===== src/pkg/scs_map.svh =====
`ifndef SCS_MAP_SVH
`define SCS_MAP_SVH

// channels per device and shift word width
`define SCS_NUM_CH          8
// latch value after reset: all channels off
`define SCS_LATCH_RST       8'h00
// select hi time in ns and its cycle count at 40 MHz
`define SCS_CLK_NS          25
`define SCS_SEL_HI_NS       250
`define SCS_SEL_HI_CYC      ((`SCS_SEL_HI_NS + `SCS_CLK_NS - 1) / `SCS_CLK_NS)
// master shift clock divider: half period in mclk cycles (100 ns period min)
`define SCS_SCLK_MIN_NS     100
`define SCS_SCLK_HALF_CYC   ((`SCS_SCLK_MIN_NS / 2 + `SCS_CLK_NS - 1) / `SCS_CLK_NS)
// most devices in a chain at 10 MHz
`define SCS_MAX_CHAIN       16

`endif


===== src/pkg/scs_link_if.sv =====
`timescale 1ns/1ps
interface scs_link_if;
    logic serial_in;
    logic shift_clock_in;
    logic select_in;
    modport master (
        output serial_in,
        output shift_clock_in,
        output select_in
    );
    modport dev (
        input serial_in,
        input shift_clock_in,
        input select_in
    );
endinterface


===== src/hdl/scs_device.sv =====
`timescale 1ns/1ps
`include "scs_map.svh"
// Functional notes
// RULE_01 - eight bit shift register plus latch
// RULE_02 - msb first, first bit ends channel 7
// RULE_03 - shift data on rising shift clock
// RULE_04 - select rising copies shift register to latch
// RULE_05 - select falling leaves latch unchanged
// RULE_06 - forward select, clock, and serial out
// RULE_07 - forwarded clock follows both clock edges
// RULE_08 - chain acts as one long shift register
// RULE_09 - master sends farthest channel 7 first
// RULE_10 - master rewrites the whole chain always
// RULE_11 - at most sixteen devices at 10 MHz
// RULE_12 - port disabled ignores clock, data, select
// RULE_13 - disabled: all_off high off, low on
// RULE_14 - latch bit one turns channel on
// RULE_15 - all_off high forces every channel off
module scs_device #(
    parameter int NCH = `SCS_NUM_CH
) (
    input  wire logic           mclk,
    input  wire logic           sys_rst,
    scs_link_if.dev             link,
    input  wire logic           serial_port_enable,
    input  wire logic           all_channels_off,
    output logic                serial_out,
    output logic                shift_clock_out,
    output logic                select_out,
    output logic [NCH-1:0]      channel_bias_enable
);
    // reset image of the shift stages, the holding bits and the drive
    localparam logic [NCH-1:0] RST_WORD = NCH'(`SCS_LATCH_RST);

    logic [2:0]     sclk_sync_q;
    logic [2:0]     sel_sync_q;
    logic [1:0]     sdi_sync_q;
    logic [1:0]     en_sync_q;
    logic [1:0]     off_sync_q;
    logic [NCH-1:0] shreg_q;
    logic [NCH-1:0] latch_q;
    logic           sclk_rise;
    logic           sel_rise;
    logic           port_on;

    // latency budget, counted in mclk edges from a pin change:
    //   2 edges  synchroniser output usable by logic
    //   3 edges  shift stage or holding bit updated
    //   3 edges  forwarded clock and select at the chain outputs
    //   4 edges  channel drive after a select rise
    // the forwarded clock and select keep the spacing that the master gave
    // us, only shifted by three edges, while data out changes one edge after
    // the forwarded clock rise; each chained device adds that three-edge shift
    // once, so a long chain stretches the frame but never skews data
    // against clock.
    // limitation: a shift clock phase shorter than one mclk period can
    // be missed by the synchroniser, so the master must divide its clock
    // down far enough.
    // trade-off: sampling every pin with mclk costs latency, but keeps the
    // whole device in one clock domain with no pin-clocked flops.

    // shift clock synchroniser; third stage only for edge detection.
    // reset at the idle level (low) so release gives no false rising edge
    always_ff @(posedge mclk or posedge sys_rst) begin
        if (sys_rst) begin
            sclk_sync_q <= 3'h0;
        end else begin
            sclk_sync_q <= {sclk_sync_q[1:0], link.shift_clock_in};
        end
    end

    // select synchroniser; reset high, the deselected level, so the first
    // edge seen after reset is a genuine fall and never a false rise
    always_ff @(posedge mclk or posedge sys_rst) begin
        if (sys_rst) begin
            sel_sync_q <= 3'h7;
        end else begin
            sel_sync_q <= {sel_sync_q[1:0], link.select_in};
        end
    end

    // serial data synchroniser, same depth as the clock path, so the data
    // seen at a detected edge is the data that stood at the pin edge
    always_ff @(posedge mclk or posedge sys_rst) begin
        if (sys_rst) begin
            sdi_sync_q <= 2'h0;
        end else begin
            sdi_sync_q <= {sdi_sync_q[0], link.serial_in};
        end
    end

    // port enable synchroniser; disabled until the pin has been seen
    always_ff @(posedge mclk or posedge sys_rst) begin
        if (sys_rst) begin
            en_sync_q <= 2'h0;
        end else begin
            en_sync_q <= {en_sync_q[0], serial_port_enable};
        end
    end

    // all-off synchroniser; reset asserted so the channels stay off until
    // the pin has been sampled twice, hiding the disabled preset at release
    always_ff @(posedge mclk or posedge sys_rst) begin
        if (sys_rst) begin
            off_sync_q <= 2'h3;
        end else begin
            off_sync_q <= {off_sync_q[0], all_channels_off};
        end
    end

    // edges seen only from synchronised stages, gated by the port enable
    // RULE_12 port enable gate
    assign port_on   = en_sync_q[1];
    assign sclk_rise = port_on & sclk_sync_q[1] & ~sclk_sync_q[2];
    assign sel_rise  = port_on & sel_sync_q[1] & ~sel_sync_q[2];

    // one slice per channel: shift stage, holding bit and channel drive.
    // stage 0 takes the synchronised data pin and stage n its lower
    // neighbour, so the first bit of a word walks up to the top stage
    for (genvar n = 0; n < NCH; n++) begin : g_chan
        logic shift_src;

        // stage 0 sees the data pin, the others their lower neighbour
        if (n == 0) begin : g_first
            assign shift_src = sdi_sync_q[1];
        end else begin : g_next
            assign shift_src = shreg_q[n-1];
        end

        // data sampled with clock edge; both paths share equal sync latency
        // RULE_03 rising edge shift
        // RULE_02 msb first order
        always_ff @(posedge mclk or posedge sys_rst) begin
            if (sys_rst) begin
                shreg_q[n] <= RST_WORD[n];
            end else if (sclk_rise) begin
                shreg_q[n] <= shift_src;
            end
        end

        // holding bit loads only on select rise; a fall does nothing
        // RULE_04 latch on rise
        // RULE_05 fall holds latch
        // RULE_01 shift plus latch
        always_ff @(posedge mclk or posedge sys_rst) begin
            if (sys_rst) begin
                latch_q[n] <= RST_WORD[n];
            end else if (sel_rise) begin
                latch_q[n] <= shreg_q[n];
            end
        end

        // channel drive: override first, then disabled preset, then latch
        // RULE_15 all off override
        // RULE_13 disabled preset
        // RULE_14 one means on
        always_ff @(posedge mclk or posedge sys_rst) begin
            if (sys_rst) begin
                channel_bias_enable[n] <= RST_WORD[n];
            end else if (off_sync_q[1]) begin
                channel_bias_enable[n] <= 1'b0;
            end else if (!port_on) begin
                channel_bias_enable[n] <= 1'b1;
            end else begin
                channel_bias_enable[n] <= latch_q[n];
            end
        end
    end

    // forwarded clock follows the input with fixed sync latency; chain
    // length adds that latency per device, a limitation at fast clocks
    // RULE_06 forward outputs
    // RULE_07 both clock edges
    always_ff @(posedge mclk or posedge sys_rst) begin
        if (sys_rst) begin
            shift_clock_out <= 1'b0;
        end else begin
            shift_clock_out <= sclk_sync_q[1];
        end
    end

    // forwarded select, reset deselected so the next device sees idle
    // RULE_06 forward select
    always_ff @(posedge mclk or posedge sys_rst) begin
        if (sys_rst) begin
            select_out <= 1'b1;
        end else begin
            select_out <= sel_sync_q[1];
        end
    end

    // chain data out is the top stage, registered once more; it is taken
    // before the stage shifts, so the next device gets the outgoing bit
    // RULE_08 chain shift out
    always_ff @(posedge mclk or posedge sys_rst) begin
        if (sys_rst) begin
            serial_out <= 1'b0;
        end else begin
            serial_out <= shreg_q[NCH-1];
        end
    end
endmodule // scs_device


===== src/flat_wrapper.sv =====
// flat-port wrapper written by rule: the top's interface ports become plain ports
module scs_device_flat 
#(
    parameter int NCH = `SCS_NUM_CH
)
  (mclk, sys_rst, serial_port_enable, all_channels_off, serial_out, shift_clock_out, select_out, channel_bias_enable, link_serial_in, link_shift_clock_in, link_select_in);
  scs_link_if link_i ();
  input  wire logic mclk;
  input  wire logic sys_rst;
  input  wire logic serial_port_enable;
  input  wire logic all_channels_off;
  output logic serial_out;
  output logic shift_clock_out;
  output logic select_out;
  output logic [NCH-1:0] channel_bias_enable;
  input wire logic [$bits(link_i.serial_in)-1:0] link_serial_in;
  input wire logic [$bits(link_i.shift_clock_in)-1:0] link_shift_clock_in;
  input wire logic [$bits(link_i.select_in)-1:0] link_select_in;
  assign link_i.serial_in = link_serial_in;
  assign link_i.shift_clock_in = link_shift_clock_in;
  assign link_i.select_in = link_select_in;
  scs_device #(.NCH(NCH)) u_core (.mclk(mclk), .sys_rst(sys_rst), .link(link_i), .serial_port_enable(serial_port_enable), .all_channels_off(all_channels_off), .serial_out(serial_out), .shift_clock_out(shift_clock_out), .select_out(select_out), .channel_bias_enable(channel_bias_enable));
endmodule

===== config.mk =====
export PLATFORM = sky130hd
export DESIGN_NAME = scs_device_flat
export DESIGN_NICKNAME = d
export VERILOG_FILES = /design/src/pkg/scs_link_if.sv /design/src/hdl/scs_device.sv /design/src/flat_wrapper.sv
export VERILOG_INCLUDE_DIRS = /design/src /design/src/pkg
export SDC_FILE = /design/constraint.sdc
export NUM_CORES = 1
export LEC_CHECK = 0
export ABC_AREA = 1
export BUFFER_PORTS_ARGS = -buffer_cell sky130_fd_sc_hd__buf_4
export CAP_MARGIN = 20
export CORE_ASPECT_RATIO = 1.5
export CORE_MARGIN = 4
export CORE_UTILIZATION = 54
export CTS_CLUSTER_SIZE = 40
export DETAILED_ROUTE_END_ITERATION = 16
export GPL_TIMING_DRIVEN = 0
export HOLD_SLACK_MARGIN = 0.06
export PLACE_DENSITY = 0.76
export SETUP_SLACK_MARGIN = 0.4
export SLEW_MARGIN = 20
export SYNTH_ARGS = -nofsm -noshare
export SYNTH_HDL_FRONTEND = slang
export SYNTH_SLANG_ARGS = --single-unit

===== constraint.sdc =====
create_clock -name mclk -period 1.08 [get_ports mclk]
set_input_delay 0.162 -clock mclk [delete_from_list [all_inputs] [get_ports mclk]]
set_output_delay 0.162 -clock mclk [all_outputs]
set_load 0.05 [all_outputs]

==> impl_metrics.env <==
export IMPL_violations="negative hold slack, negative setup slack"
export IMPL_drc_errors=0
export IMPL_met2_usage_pct=30.9
export IMPL_initial_core_util_pct=58.5
export IMPL_period_minus_slack_ns=1.19
export IMPL_antenna_found_initial=0
export IMPL_hold_violations=32
export IMPL_rsz0062_at_grt="yes"
export IMPL_critPathTopFamily="flip-flops"
export IMPL_netlist_area_sq_um=1340
export IMPL_synth_seq_cells=37
export IMPL_cts_buffer_depth=2
export IMPL_cp_depth=1
export IMPL_top_usage_layer="met2"
export IMPL_track_usage_pct=17.2
export IMPL_dieArea_sq_um=3350
export IMPL_syn_area_per_cell_sq_um=11.9
export IMPL_cpPeakStageDelay_ns=0.55
export IMPL_grt_overflow=0
export IMPL_tightest_slew_ns=0.756
export IMPL_final_setup_tns_ns=-0.115
export IMPL_p_per_area_nw_per_um2=1660
export IMPL_hold_path_class="in -> async"
export IMPL_drtIter0Drc=29
export IMPL_use_met3_pct=5.38
export IMPL_critical_path_class="reg -> out"
export IMPL_ctsHoldBuffers=5
export IMPL_skew_ns=0.00443
export IMPL_yosysWarnings=0
export IMPL_via_per_inst=5.42
export IMPL_rows=21
export IMPL_cts_root_buf="clkbuf_4"
export IMPL_fp_coreArea_sq_um=2290
export IMPL_slowest_stage="dfstp_2"
export IMPL_fmax_mhz=840
export IMPL_cts_tree="built"
export IMPL_hpwl_um=1480
export IMPL_io_buffers=17
export IMPL_cts_clk_slew_worst_paths_ns=0.10
export IMPL_pre_cts_slack_ns=0.0532
export IMPL_worstSkewPairLatency_ns=0.33
export IMPL_drive_above_1_share_pct=52.3
export IMPL_worst_slew_margin_rel_pct=49.5
export IMPL_areaGrowthSynthToFinish_pct=41.2
export IMPL_fin_util_pct=82.5
export IMPL_path_cells="buf_8"
export IMPL_grt_pass1_wl_um=4320
export IMPL_synthCells=112
export IMPL_htreeDepth=2
export IMPL_routedWlPerCell_um=14.3
export IMPL_gp_congestion=0.786
export IMPL_slew_viol_final=0
export IMPL_cp_start_kind="flop"
export IMPL_setup_viol=2
export IMPL_min_period_over_period_pct=110
export IMPL_synth_distinct_cells=13
export IMPL_cp_buffers_inverters=1
export IMPL_cp_data_required_time_ns=0.92
export IMPL_ant_nets=0
export IMPL_whs_ns=-0.0528
export IMPL_clkSinkCount=37
export IMPL_diodes=0
export IMPL_drv_cap=0
export IMPL_place_inst=152
export IMPL_grt_max_degree=38
export IMPL_grt_use_met1_pct=17.3
export IMPL_ir_drop_uv=1380
export IMPL_ys_seq_area_share_pct=69.8
export IMPL_fin_ws_ns=-0.110
export IMPL_end_kind="primary output"
export IMPL_grt_pass1_vias=948
export IMPL_critPathArrivalTime_ns=1.03
export IMPL_routed_via_count=943
export IMPL_instances_no_fill=174
export IMPL_reg2regPathDepth=5
export IMPL_fin_nets=157
export IMPL_synthesis_nets=119
export IMPL_fp_dieH_um=68.9
export IMPL_io_pins=18
export IMPL_numCtsBuffers=5
export IMPL_cp_max_fo=2
export IMPL_drt_total_wl_um=2490
export IMPL_chipWidth_um=48.6
export IMPL_run_status="complete, but fails checks"
export IMPL_leakagePower_uw=0.000883
export IMPL_dr_pass1_iters=4
[layout by cell type (no fill, tap or decap), types with 6 or more instances in the layout]
master,Yosys,routed
nand2_2,0,13
a21oi_2,0,6
dfrtp_1,32,22
nand4_1,16,16
buf_4,0,13
dfrtp_2,0,10
nand2_1,32,19
buf_8,2,12
inv_1,9,8
[path summary, 6_finish.rpt]
| path | start | end | slack (ns) |
|---|---|---|---|
| hold reg to reg | u_core.en_sync_q[0]$_DFF_PP0_ | u_core.en_sync_q[1]$_DFF_PP0_ | 0.36 |
| setup / recovery | u_core.sel_sync_q[2]$_DFF_PP1_ | select_out | -0.11 |
| hold / removal | sys_rst | u_core.channel_bias_enable[4]$_DFF_PP0_ | -0.05 |
| setup reg to reg | u_core.sel_sync_q[2]$_DFF_PP1_ | u_core.latch_q[1]$_DFFE_PP0P_ | 0.02 |
| min in group mclk | u_core.en_sync_q[0]$_DFF_PP0_ | u_core.en_sync_q[1]$_DFF_PP0_ | 0.36 |
| max in group asynchronous | sys_rst | u_core.sclk_sync_q[2]$_DFF_PP0_ | 0.68 |
[synth_stat cells]
cell	count	area share (%)
buf_2	1	0.37
nand2_1	32	9.0
clkinv_4	1	0.66
clkinv_2	1	0.37
buf_1	1	0.28
a21oi_1	8	3.0
inv_1	9	2.5
dfstp_2	5	9.8
nand3_4	2	2.6
buf_8	2	2.2
buf_6	2	1.7
nand4_1	16	7.5
dfrtp_1	32	60
[cells by family after synthesis]
family	synth area share (%)
buffers and inverters	8.14
AO/OA/AOI/OAI	3.00
AND/OR/NAND/NOR	19.1
flip-flops	69.8
[area by class of cell]
cell class              instances  area [sq um]
flip-flops and latches         37           945
fillers                       132           399
multi-input cells              58           373
repair buffers                 31           345
plain buffers                   6          71.3
inverters                      11          65.1
clock buffers                   8          58.8
well taps                      23          28.8
[report_power, final]
group          total (uW)  switching, uW  internal (uW)  leakage [uW]
Clock                 732            411            321     0.0000326
Sequential           1720            138           1580      0.000451
Combinational         678            383            295      0.000400
Total                3130            932           2200      0.000883
[timing repair]
item	CTS	global route
hold endpoints to repair	37	32
gates resized for setup	29	12
buffers inserted	5	2
cloned	2	0
pin swaps	5	6
setup endpoints to repair	35	35
[metal layers]
metal  share of wire, %  routed length (um)
met5                  0                   0
met4                3.0                  75
met2                 56                1400
met1                 36                 903
met3                4.6                 115
[state kept, by name (all words and copies together), names as in the netlist]
name and flops:
u_core.shreg_q 1, u_core.latch_q 8, u_core.sdi_sync_q 2, u_core.serial_out 1, u_core.en_sync_q 2, u_core.off_sync_q 2, u_core.sclk_sync_q 3, u_core.channel_bias_enable 8
u_core.sel_sync_q 3, u_core.g_chan.shift_src 7
[metrics by stage]
| step | area (sq um) | power (uW) |
|---|---|---|
| CTS | 1830 | 3100 |
| detailed placement | 1550 | 2240 |
| global placement | 1550 | 2210 |
| floorplan | 1390 | 2080 |
| finish | 1890 | 3130 |
| global route | 1890 | 3310 |
(Power assumes the default switching activity.)
